File: src/core/smcr_defs.vh
`ifndef SMCR_DEFS_VH
`define SMCR_DEFS_VH

// ----------------------------------------
// Register index map
// ----------------------------------------
`define SMCR_IDX_MODE_CFG     8'h08
`define SMCR_IDX_PAUSE        8'h09
`define SMCR_IDX_EDGES        8'h0A
`define SMCR_IDX_OPTION       8'h0B
`define SMCR_IDX_RW_MEAS      8'h02
`define SMCR_IDX_RW_CFG       8'h00

// ----------------------------------------
// Field positions of the mode config and option registers
// ----------------------------------------
`define SMCR_MODE_HI          7
`define SMCR_MODE_LO          6
`define SMCR_HOLD_BIT         4
`define SMCR_DRIVE_BIT        3
`define SMCR_CORE_CLOCK_SEL_HI          1
`define SMCR_CORE_CLOCK_SEL_LO          0
`define SMCR_REWIND_BIT       0

// ----------------------------------------
// Measurement modes
// ----------------------------------------
`define SMCR_MODE_FREE        2'h0
`define SMCR_MODE_CMD         2'h1
`define SMCR_MODE_EXT         2'h2
`define SMCR_MODE_EXT_SS      2'h3

// ----------------------------------------
// Reset values
// ----------------------------------------
`define SMCR_RST_MODE         2'h1
`define SMCR_RST_HOLD         1'b0
`define SMCR_RST_DRIVE        1'b0
`define SMCR_RST_CORE_CLOCK_SEL         2'h0
`define SMCR_RST_PAUSE        8'h19
`define SMCR_RST_EDGES        8'h01
`define SMCR_RST_OPT_RSV      7'h39
`define SMCR_RST_REWIND       1'b1

// ----------------------------------------
// Timing
// ----------------------------------------
`define SMCR_SYS_MHZ          100
`define SMCR_WAKE_US          4
`define SMCR_WAKE_CYC         (`SMCR_WAKE_US * `SMCR_SYS_MHZ)
`define SMCR_PAUSE_STEP_US    8
`define SMCR_PAUSE_STEP_CYC   (`SMCR_PAUSE_STEP_US * `SMCR_SYS_MHZ)
`define SMCR_PAUSE_MIN_TICKS  2'h3
// Phase increment for 1.024 MHz out of 100 MHz on a 32-bit accumulator
`define SMCR_PHASE_INC_BASE   32'h029F_16B1

`endif

File: src/core/smcr_regs.v
// Contract
// - Mode field selects free, command, sync modes
// - Mode field resets to command mode
// - Standby bit holds core in low power
// - Ready to resume 4 us after standby
// - Ready pin push-pull or open-drain by bit
// - Ready pin driven low while measuring
// - Clock select sets internal tick rate
// - Reserved config bits reset and read zero
// - Pause of value times 8 us between measurements
// - Pause register resets to 19h
// - Zero pause still gives three core ticks
// - Sync-ended mode counts falling edges to end
// - Edge count zero is stored as one
// - Rewind off keeps index across STOP
// - Rewind on resets index on STOP
// - Index increments after every data byte
// - Written index used for repeated-start read
// - Option reserved bits reset to 0111001
// - Measuring flag is inverse of ready level
`timescale 1ns/10ps
`include "smcr_defs.vh"

module smcr_regs #(
    parameter [17:0] PAUSE_STEP_CYC = `SMCR_PAUSE_STEP_CYC
) (
    // Clock and reset
    input  wire        clk_sys_in,
    input  wire        rst_in,
    input  wire        sw_reset_in,
    // Byte transfers from the serial engine
    input  wire        idx_wr_in,
    input  wire        data_wr_in,
    input  wire        data_rd_in,
    input  wire [7:0]  wdata_in,
    input  wire        stop_in,
    input  wire        meas_state_in,
    output wire [7:0]  rdata_out,
    output wire [7:0]  index_out,
    // Measurement control
    input  wire        cmd_start_in,
    input  wire        sync_input_in,
    input  wire [23:0] conv_ticks_in,
    // Ready pin and status
    output wire        ready_pin_out,
    output wire        ready_pin_oe_out,
    output wire        measuring_flag_out,
    output wire        hold_active_out,
    output wire        core_tick_out
);

    // ----------------------------------------
    // Local constants
    // ----------------------------------------
    localparam [1:0] ST_IDLE  = 2'h0;  // Waiting for a start
    localparam [1:0] ST_CONV  = 2'h1;  // Conversion running
    localparam [1:0] ST_PAUSE = 2'h2;  // Pause between measurements
    // Wake count cut to the counter width on purpose; 400 fits in nine bits
    localparam integer WAKE_CYC_FULL = `SMCR_WAKE_CYC;
    localparam [8:0]   WAKE_CYC      = WAKE_CYC_FULL[8:0];

    // ----------------------------------------
    // Registers
    // ----------------------------------------
    // Configuration fields are kept apart; reads put them back together
    reg [1:0]  mode_reg;          // Measurement mode select
    reg        hold_reg;          // Low power hold request
    reg        drive_reg;         // Ready pin drive select
    reg [1:0]  core_clock_sel_reg;          // Core clock select
    reg [7:0]  pause_reg;         // Pause interval in 8 us steps
    reg [7:0]  edges_reg;         // Edge count for sync-ended mode
    reg [6:0]  opt_rsv_reg;       // Reserved option bits
    reg        rewind_reg;        // Pointer auto rewind
    reg [7:0]  idx_reg;           // Register index pointer
    reg [7:0]  rdata_reg;         // Read data byte
    reg [31:0] phase_reg;         // Core tick phase accumulator
    reg        tick_reg;          // One-cycle core tick
    reg [8:0]  wake_reg;          // Wake-up countdown
    reg [1:0]  state_reg;         // Measurement state
    reg [23:0] conv_cnt_reg;      // Conversion tick / edge counter
    reg [17:0] step_cnt_reg;      // Cycles within one pause step
    reg [7:0]  pause_cnt_reg;     // Pause steps done
    reg [1:0]  min_cnt_reg;       // Minimum pause ticks
    reg        sync_prev_reg;     // Previous sync level

    // ----------------------------------------
    // Combinational helpers
    // ----------------------------------------
    // Plain decodes of the registers; no state is kept here
    wire        sync_fall   = sync_prev_reg & ~sync_input_in;
    wire        awake       = ~hold_reg & (wake_reg == 9'h000);
    wire [31:0] phase_inc   = `SMCR_PHASE_INC_BASE << core_clock_sel_reg;
    wire [32:0] phase_sum   = {1'b0, phase_reg} + {1'b0, phase_inc};
    wire        meas_active = (state_reg == ST_CONV);
    wire        pause_done;
    wire        reg_wr_en   = data_wr_in;

    // Zero pause uses three core ticks, otherwise whole 8 us steps
    assign pause_done = (pause_reg == 8'h00) ?
                        (min_cnt_reg == `SMCR_PAUSE_MIN_TICKS) :
                        (pause_cnt_reg == pause_reg);

    // ----------------------------------------
    // Configuration registers
    // ----------------------------------------
    // Both resets load defaults; reserved config bits are not stored
    // Indices outside this bank are ignored here but still step the index
    always @(posedge clk_sys_in or posedge rst_in) begin
        if (rst_in) begin
            mode_reg    <= `SMCR_RST_MODE;
            hold_reg    <= `SMCR_RST_HOLD;
            drive_reg   <= `SMCR_RST_DRIVE;
            core_clock_sel_reg    <= `SMCR_RST_CORE_CLOCK_SEL;
            pause_reg   <= `SMCR_RST_PAUSE;
            edges_reg   <= `SMCR_RST_EDGES;
            opt_rsv_reg <= `SMCR_RST_OPT_RSV;
            rewind_reg  <= `SMCR_RST_REWIND;
        end else if (sw_reset_in) begin
            mode_reg    <= `SMCR_RST_MODE;
            hold_reg    <= `SMCR_RST_HOLD;
            drive_reg   <= `SMCR_RST_DRIVE;
            core_clock_sel_reg    <= `SMCR_RST_CORE_CLOCK_SEL;
            pause_reg   <= `SMCR_RST_PAUSE;
            edges_reg   <= `SMCR_RST_EDGES;
            opt_rsv_reg <= `SMCR_RST_OPT_RSV;
            rewind_reg  <= `SMCR_RST_REWIND;
        end else if (reg_wr_en) begin
            case (idx_reg)
                `SMCR_IDX_MODE_CFG: begin
                    mode_reg  <= wdata_in[`SMCR_MODE_HI:`SMCR_MODE_LO];
                    hold_reg  <= wdata_in[`SMCR_HOLD_BIT];
                    drive_reg <= wdata_in[`SMCR_DRIVE_BIT];
                    core_clock_sel_reg  <= wdata_in[`SMCR_CORE_CLOCK_SEL_HI:`SMCR_CORE_CLOCK_SEL_LO];
                end
                `SMCR_IDX_PAUSE: begin
                    pause_reg <= wdata_in;
                end
                `SMCR_IDX_EDGES: begin
                    // A forbidden zero falls back to one
                    edges_reg <= (wdata_in == 8'h00) ? `SMCR_RST_EDGES : wdata_in;
                end
                `SMCR_IDX_OPTION: begin
                    opt_rsv_reg <= wdata_in[7:1];
                    rewind_reg  <= wdata_in[`SMCR_REWIND_BIT];
                end
                default: begin
                    // Other indices belong to other banks
                    mode_reg <= mode_reg;
                end
            endcase
        end
    end

    // ----------------------------------------
    // Index pointer
    // ----------------------------------------
    // Data bytes step the index; STOP rewinds only when enabled
    // An index write wins over a data byte in the same cycle
    always @(posedge clk_sys_in or posedge rst_in) begin
        if (rst_in) begin
            idx_reg <= 8'h00;
        end else if (idx_wr_in) begin
            // Index write; a repeated-start read then begins here
            idx_reg <= wdata_in;
        end else if (data_wr_in | data_rd_in) begin
            idx_reg <= idx_reg + 8'h01;
        end else if (stop_in & rewind_reg) begin
            // Default start depends on operating state
            idx_reg <= meas_state_in ? `SMCR_IDX_RW_MEAS : `SMCR_IDX_RW_CFG;
        end else begin
            // Without rewind the index survives STOP
            idx_reg <= idx_reg;
        end
    end

    // ----------------------------------------
    // Read data
    // ----------------------------------------
    // Registered so the byte is stable while it is shifted out
    // Valid one cycle after the index moves
    always @(posedge clk_sys_in or posedge rst_in) begin
        if (rst_in) begin
            rdata_reg <= 8'h00;
        end else begin
            case (idx_reg)
                `SMCR_IDX_MODE_CFG: begin
                    // Reserved bits 5 and 2 read zero
                    rdata_reg <= {mode_reg, 1'b0, hold_reg, drive_reg, 1'b0, core_clock_sel_reg};
                end
                `SMCR_IDX_PAUSE: begin
                    rdata_reg <= pause_reg;
                end
                `SMCR_IDX_EDGES: begin
                    rdata_reg <= edges_reg;
                end
                `SMCR_IDX_OPTION: begin
                    rdata_reg <= {opt_rsv_reg, rewind_reg};
                end
                default: begin
                    rdata_reg <= 8'h00;
                end
            endcase
        end
    end

    // ----------------------------------------
    // Core tick generator
    // ----------------------------------------
    // Fractional accumulator; ticks jitter by one cycle but average exactly
    // Each step of the select doubles the increment and so the tick rate
    always @(posedge clk_sys_in or posedge rst_in) begin
        if (rst_in) begin
            phase_reg <= 32'h0000_0000;
            tick_reg  <= 1'b0;
        end else begin
            phase_reg <= phase_sum[31:0];
            tick_reg  <= phase_sum[32];
        end
    end

    // ----------------------------------------
    // Standby and wake-up
    // ----------------------------------------
    // Held at the full count during hold, counts down once released
    // Starts stay blocked until the count runs out
    always @(posedge clk_sys_in or posedge rst_in) begin
        if (rst_in) begin
            wake_reg <= 9'h000;
        end else if (hold_reg) begin
            wake_reg <= WAKE_CYC;
        end else if (wake_reg != 9'h000) begin
            wake_reg <= wake_reg - 9'h001;
        end else begin
            wake_reg <= 9'h000;
        end
    end

    // ----------------------------------------
    // Sync edge detect
    // ----------------------------------------
    // A fall is a high sample followed by a low one
    // Clears low, so a line that idles high gives no false fall after reset
    // The pin is taken as synchronous; a free-running source needs a synchroniser ahead
    always @(posedge clk_sys_in or posedge rst_in) begin
        if (rst_in) begin
            sync_prev_reg <= 1'b0;
        end else begin
            sync_prev_reg <= sync_input_in;
        end
    end

    // ----------------------------------------
    // Measurement sequencer
    // ----------------------------------------
    // Hold aborts any measurement; a new one waits for the wake time
    always @(posedge clk_sys_in or posedge rst_in) begin
        if (rst_in) begin
            state_reg     <= ST_IDLE;
            conv_cnt_reg  <= 24'h00_0000;
            step_cnt_reg  <= 18'h0_0000;
            pause_cnt_reg <= 8'h00;
            min_cnt_reg   <= 2'h0;
        end else if (~awake | sw_reset_in) begin
            state_reg     <= ST_IDLE;
            conv_cnt_reg  <= 24'h00_0000;
            step_cnt_reg  <= 18'h0_0000;
            pause_cnt_reg <= 8'h00;
            min_cnt_reg   <= 2'h0;
        end else begin
            case (state_reg)
                // Idle: wait for the start condition of the mode
                ST_IDLE: begin
                    conv_cnt_reg <= 24'h00_0000;
                    // Start condition per mode
                    if ((mode_reg == `SMCR_MODE_FREE) ||
                        ((mode_reg == `SMCR_MODE_CMD) && cmd_start_in) ||
                        ((mode_reg[1]) && sync_fall)) begin
                        state_reg <= ST_CONV;
                    end
                end
                // Conversion: ended by sync edges or by core ticks
                ST_CONV: begin
                    if (mode_reg == `SMCR_MODE_EXT_SS) begin
                        // End after the set number of further falling edges
                        if (sync_fall) begin
                            if (conv_cnt_reg[7:0] + 8'h01 >= edges_reg) begin
                                state_reg <= ST_PAUSE;
                            end
                            conv_cnt_reg <= conv_cnt_reg + 24'h00_0001;
                        end
                    // Other modes run for the given number of core ticks
                    end else if (tick_reg) begin
                        if (conv_cnt_reg + 24'h00_0001 >= conv_ticks_in) begin
                            // Command mode skips the pause
                            state_reg <= (mode_reg == `SMCR_MODE_CMD) ? ST_IDLE : ST_PAUSE;
                        end
                        conv_cnt_reg <= conv_cnt_reg + 24'h00_0001;
                    end
                    step_cnt_reg  <= 18'h0_0000;
                    pause_cnt_reg <= 8'h00;
                    min_cnt_reg   <= 2'h0;
                end
                // Pause: sync edges seen here are ignored
                ST_PAUSE: begin
                    if (pause_done) begin
                        // Free running restarts at once, sync modes wait for an edge
                        state_reg <= (mode_reg == `SMCR_MODE_FREE) ? ST_CONV : ST_IDLE;
                        conv_cnt_reg <= 24'h00_0000;
                    end
                    // Step counter divides the system clock into pause steps
                    if (step_cnt_reg == PAUSE_STEP_CYC - 18'h0_0001) begin
                        step_cnt_reg  <= 18'h0_0000;
                        pause_cnt_reg <= pause_cnt_reg + 8'h01;
                    end else begin
                        step_cnt_reg <= step_cnt_reg + 18'h0_0001;
                    end
                    // Core ticks counted in parallel for the zero setting
                    if (tick_reg && (min_cnt_reg != `SMCR_PAUSE_MIN_TICKS)) begin
                        min_cnt_reg <= min_cnt_reg + 2'h1;
                    end
                end
                // Unused code falls back to idle
                default: begin
                    state_reg <= ST_IDLE;
                end
            endcase
        end
    end

    // ----------------------------------------
    // Outputs
    // ----------------------------------------
    // Push-pull drives the inverse of measuring; open-drain only pulls low
    // Open-drain lets several parts share one pulled-up line
    assign ready_pin_out      = drive_reg ? 1'b0 : ~meas_active;
    assign ready_pin_oe_out   = drive_reg ? meas_active : 1'b1;
    assign measuring_flag_out = meas_active;
    assign hold_active_out    = hold_reg;
    assign core_tick_out      = tick_reg;
    assign rdata_out          = rdata_reg;
    assign index_out          = idx_reg;

endmodule

File: config.mk
export PLATFORM = sky130hd
export DESIGN_NAME = smcr_regs
export DESIGN_NICKNAME = d
export VERILOG_FILES = /design/src/core/smcr_regs.v
export VERILOG_INCLUDE_DIRS = /design/src /design/src/core
export SDC_FILE = /design/constraint.sdc
export NUM_CORES = 1
export LEC_CHECK = 0
export ABC_AREA = 1
export BUFFER_PORTS_ARGS = -buffer_cell sky130_fd_sc_hd__buf_4
export CAP_MARGIN = 10
export CORE_MARGIN = 3
export CORE_UTILIZATION = 66
export CTS_CLUSTER_DIAMETER = 100
export CTS_CLUSTER_SIZE = 24
export DETAILED_ROUTE_END_ITERATION = 8
export GPL_TIMING_DRIVEN = 0
export PLACE_DENSITY = 0.86
export SKIP_CTS_REPAIR_TIMING = 1
export SKIP_LAST_GASP = 1
export SYNTH_ARGS = -nofsm -noshare
export SYNTH_HDL_FRONTEND = slang
export SYNTH_SLANG_ARGS = --single-unit
File: constraint.sdc
create_clock -name clk_sys_in -period 16.1 [get_ports clk_sys_in]
set_clock_uncertainty 0.1 [all_clocks]
set_input_delay 4.83 -clock clk_sys_in [delete_from_list [all_inputs] [get_ports clk_sys_in]]
set_output_delay 4.83 -clock clk_sys_in [all_outputs]
set_load 0.01 [all_outputs]
* Yosys cells after proc, flatten, opt, wreduce, memory -nomap -nowiden
Cells that the tools add are included.
** Operators by class
- Shift-type cells :: 1
- Equality and inequality tests :: 20
- Bitwise logic cells :: 9
- Order comparisons :: 2
- Add/sub/neg operators :: 8
- Reduce and logical (&&, ||, !) cells :: 27
- Multiplexer cells :: 61
** Operator list (number)
- 24-bit two-way mux :: 5
- 8-bit two-way mux :: 12
- 24-bit case mux with 3 select lines :: 1
- 18-bit two-way mux :: 2
- 2-bit two-way mux :: 18
- 18-bit case mux with 2 select lines :: 1
- 32-bit by 32-bit adder with 33-bit output :: 1
- 8-bit by 4-bit equality test with 1-bit output (second input constant) :: 4
- 8-bit case mux with 4 select lines :: 1
- 26-bit by 2-bit left shift with 32-bit output (first input constant) :: 1
- 24-bit by 1-bit adder with 24-bit output (second input constant) :: 1
- 8-bit by 1-bit adder with 8-bit output (second input constant) :: 3
- 24-bit >= comparator :: 1
- 7-bit two-way mux :: 3
- 18-bit by 1-bit adder with 18-bit output (second input constant) :: 1
- 18-bit by 10-bit equality test with 1-bit output (second input constant) :: 1
- 9-bit two-way mux :: 2
- 8-bit zero test :: 2
- 8-bit case mux with 2 select lines :: 1
- 1-bit two-way mux :: 13
- 3-bit != test (second input constant) :: 4
- 2-bit AND reduction :: 6
- 2-bit nonzero test :: 5
- 9-bit zero test :: 1
- 24 further kinds :: 38
** Storage, ports and cells
- Bits in registers :: 143
- Output and inout port bits :: 21
- Word-level logic and storage cells :: 147
- Bits of input ports :: 42

* Depth between registers and ports, before layout
- Depth in word-level cells :: 7
- Mapped depth :: 23
- Depth with buffers taken out :: 23

* Worst setup path after synthesis
No wires, ideal clock.
- Path type :: input to register
- From :: input conv_ticks_in[3]
- To :: register state_reg[0]
- Cell stages on the path :: 15
- Library setup time :: 0.113 ns
- Data arrival time :: 5.923 ns
- Data required time :: 15.887 ns
- Path slack :: 9.964 ns
- Cells stage by stage :: inv_1 -> ha_1 -> nand2_1 -> nor2_1 -> and2_1 -> nor2_1 -> nand3_1 -> nand2_1 -> nand2_1 -> nand2_1 -> nand2_1 -> nand3_1 -> nand2_1 -> nand2_1 -> inv_1
** Between the ends
- Word-level cells in the longest chain between the ends :: 3
** Ends and longest elaborated chain
- from (decl) :: line smcr_regs.v:43 : input wire [23:0] conv_ticks_in,
- 24-bit >= comparator :: line smcr_regs.v:293 : if (conv_cnt_reg + 24'h00_0001 >= conv_ticks_in) begin
- 4-bit by 1-bit != test with 1-bit output (no source line)
- 6-bit AND reduction (no source line)
- to (signal assigned) :: line smcr_regs.v:295 : state_reg <= (mode_reg == `SMCR_MODE_CMD) ? ST_IDLE : ST_PAUSE;
- to (signal assigned) :: line smcr_regs.v:307 : state_reg <= (mode_reg == `SMCR_MODE_FREE) ? ST_CONV : ST_IDLE;
- to (decl) :: line smcr_regs.v:79 : reg [1:0] state_reg;
No other way between the ends.
A chain may end at the register's enable or synchronous reset.

* Worst setup path in the final report
- From :: register state_reg[0]
- To :: output ready_pin_oe_out
** Between the ends
- Word-level cells in the longest chain between the ends :: 2
** Ends and longest elaborated chain
- 2-bit by 1-bit equality test with 1-bit output :: line smcr_regs.v:94 : wire meas_active = (state_reg == ST_CONV);
- 1-bit two-way mux :: line smcr_regs.v:336 : assign ready_pin_oe_out = drive_reg ? meas_active : 1'b1;
- to (decl) :: line smcr_regs.v:46 : output wire ready_pin_oe_out,
No other way between the ends.

==> flow_summary.json <==
{
  "run_status": "finished clean",
  "syn_area_per_cell_um2": 7.77,
  "antenna_found_initial": 0,
  "min_path_cells": 1,
  "cts_sinks": 143,
  "critical_path_buf_inv_count": 3,
  "clock_tree.root_cell": "clkbuf_16",
  "drtAntennaViolNets": 0,
  "nets": 1414,
  "yosys_warnings": 0,
  "fmax_ghz": 0.156,
  "crit_family": "flip-flops",
  "dieArea_um2": 15800,
  "ios": 63,
  "min_path_type": "register to register",
  "maxCapViolCount": 0,
  "dieHeight_um": 126,
  "grt_max_degree": 96,
  "finalNonFillerCells": 1492,
  "hp-start": "wake_reg[0]",
  "required_ns": 11.17,
  "grt_pass1_vias": 8223,
  "cts_tree": "done",
  "post-dp-hpwl_um": 16800,
  "reg2reg_slack_ns": 12.58,
  "syn_nets": 1332,
  "grt-ovfl-total": 0,
  "antenna_cells": 0,
  "cp-end-kind": "output port",
  "layout-drive-gt1-share": 0.132,
  "p_int_uw": 853,
  "max_slew.worst_pin.slew_ns": 0.676,
  "cts_inserted_buffers": 17,
  "dr.pass1.iters": 7,
  "start_util": 0.679,
  "n_fill_cell": 966,
  "ys_top_cells_by_count": "321 x nand2_1, 180 x inv_1, 133 x dfrtp_1",
  "combPwrFrac": 0.354,
  "ys_async_sr_fraction": 1.00,
  "synth_edf_count": 0,
  "routedWlPerCell_um": 15.2,
  "yosysTopAreaCell": "dfrtp_1",
  "r2r_cells": 21,
  "cpMaxStageDelayCell": "dfrtp_1",
  "syn_to_final_growth_pct": 14.1,
  "vias": 8501,
  "numPortBuffers": 62,
  "p_seq_frac": 0.342,
  "hold_viol": 0,
  "leakagePower_nw": 5.65,
  "peakVddDrop_uv": 127,
  "design.core.area_um2": 13900,
  "ys_seq_area_frac": 0.380,
  "insertion_delay_ns": 0.43,
  "worstSetupPathType": "register to output port",
  "setup_tns_ns": 0,
  "min_period_ns": 6.41,
  "p_sw_uw": 499,
  "dp_cells": 1460,
  "drt-vias-per-instance": 5.70,
  "num_rows": 43,
  "synth_seq_cells": 143,
  "synth_top_cell_area_share": 0.352,
  "grt.busiest_layer": "met2",
  "fin_total_pwr_mw": 1.35,
  "r2r-end": "state_reg[0]",
  "drc": 0,
  "synth.distinct_cells": 57,
  "synth_flop_cell": "dfrtp_1",
  "hold-worst-slack_ns": 0.332,
  "drt_iter0_markers": 774,
  "regToRegStartpoint": "conv_cnt_reg[0]",
  "slew_headroom": 0.545,
  "slew_viol_final": 0,
  "pwr-share-clk": 0.303,
  "crit_path_max_incr_delay_ns": 0.48,
  "track_usage": 0.292,
  "grt_first_pass_wirelength_um": 37900,
  "syn_inst": 1217,
  "largest_reg_flops": 32,
  "cp_cell_sequence": "inv_2 > nor2_2 > inv_2 > nand2_1 > buf_4",
  "period_share": 0.398,
  "yosysMostFrequentCell": "nand2_1",
  "startpoint_type": "register",
  "clk_pin_slew_worst_paths_ns": 0.06,
  "drt-total-wl_um": 22700,
  "sw_frac_of_total": 0.369,
  "pwr_density_cell_nw_per_um2": 125,
  "crit_top_cell": "inv_2",
  "syn-cell-area_um2": 9460,
  "grt_util_met3": 0.0606,
  "die_w_um": 126,
  "cts.path.max_buffers": 2,
  "cp_max_fo": 4,
  "hold_end": "wake_reg[0]",
  "setup_viol": 0,
  "synth.area.top_cells": "dfrtp_1 35%, nand2_1 13%, ha_1 9.5%, inv_1 7.1%, xor2_1 4.3%",
  "worstPathArrival_ns": 1.48,
  "ctsHtreeMaxLevel": 4,
  "globalplace.congestion": 0.959,
  "grtUsageMet2": 0.486,
  "rsz0062_at_grt": "no",
  "grtUsageMet1": 0.379
}
==> cell families after synthesis <==
family	share of synthesized area
AOI/OAI and AO/OA	0.125
xor gates and xnor gates	0.0571
adders and majority gates	0.0973
buffers and inverters	0.0839
DFF	0.380
muxes	0.00119
and+or+nand+nor	0.256
==> layer usage <==
| metal | wire (um) | part of all wire |
|---|---|---|
| met1 | 9750 | 0.43 |
| met2 | 10900 | 0.48 |
| met3 | 1570 | 0.069 |
| met4 | 535 | 0.024 |
| met5 | 0 | 0 |
==> placed cells by master, fill, tap and decap left out, types with 5 or more instances in the layout <==
cell / count
nor2_2: 8
nor4_1: 7
nor2_4: 5
a21oi_1: 54
xnor2_1: 12
a21o_1: 11
nand3_1: 58
o21ai_0: 68
nor3_1: 10
xor2_1: 46
clkbuf_16: 17
dfstp_2: 10
o21ai_1: 6
buf_4: 64
nor2_1: 102
dfrtp_1: 133
o221ai_1: 5
nand2_1: 321
o22ai_2: 8
o22ai_1: 8
ha_1: 72
nand4_1: 17
inv_2: 9
inv_1: 179
==> cell type report <==
type                       instances  area, um^2  area share
sequential                       143        3590       0.333
inverter                         192         729      0.0676
clock buffer                      19         453      0.0419
timing repair buffer              63         493      0.0457
tap                              180         225      0.0209
clock inverter                    13         161      0.0149
multi-input combinational        873        5080       0.470
buffer                             9        68.8     0.00637
==> power by group through the flow <==
stage          sequential, mW  combinational (mW)  clock [mW]
6_report                0.463               0.479       0.410
5_1_grt                 0.468               0.539       0.430
4_1_cts                 0.461               0.472       0.413
3_5_place_dp            0.466               0.465           0
3_3_place_gp            0.464               0.447           0
2_1_floorplan           0.459               0.357           0
==> worst max-delay path by stage <==
stage,startpoint,slack (ns),depth (start not counted),endpoint
floorplan,rst_in,7.35,1,conv_cnt_reg[0]
global placement,rst_in,5.76,2,rdata_out[7]
CTS,state_reg[0],9.70,5,ready_pin_oe_out
finish,state_reg[0],9.69,5,ready_pin_oe_out
global route,state_reg[0],9.56,5,ready_pin_oe_out
detailed placement,conv_ticks_in[15],9.66,15,state_reg[0]
==> per-stage QoR <==
step           utilization  instance area (um^2)  worst slack [ns]
2_1_floorplan            -                  9460              7.35
3_3_place_gp         0.728                 10200              5.76
3_5_place_dp         0.731                 10200              9.66
4_1_cts              0.775                 10800              9.70
5_1_grt              0.775                 10800              9.56
6_report             0.775                 10800              9.69
Power figures use the tool's default switching activity.
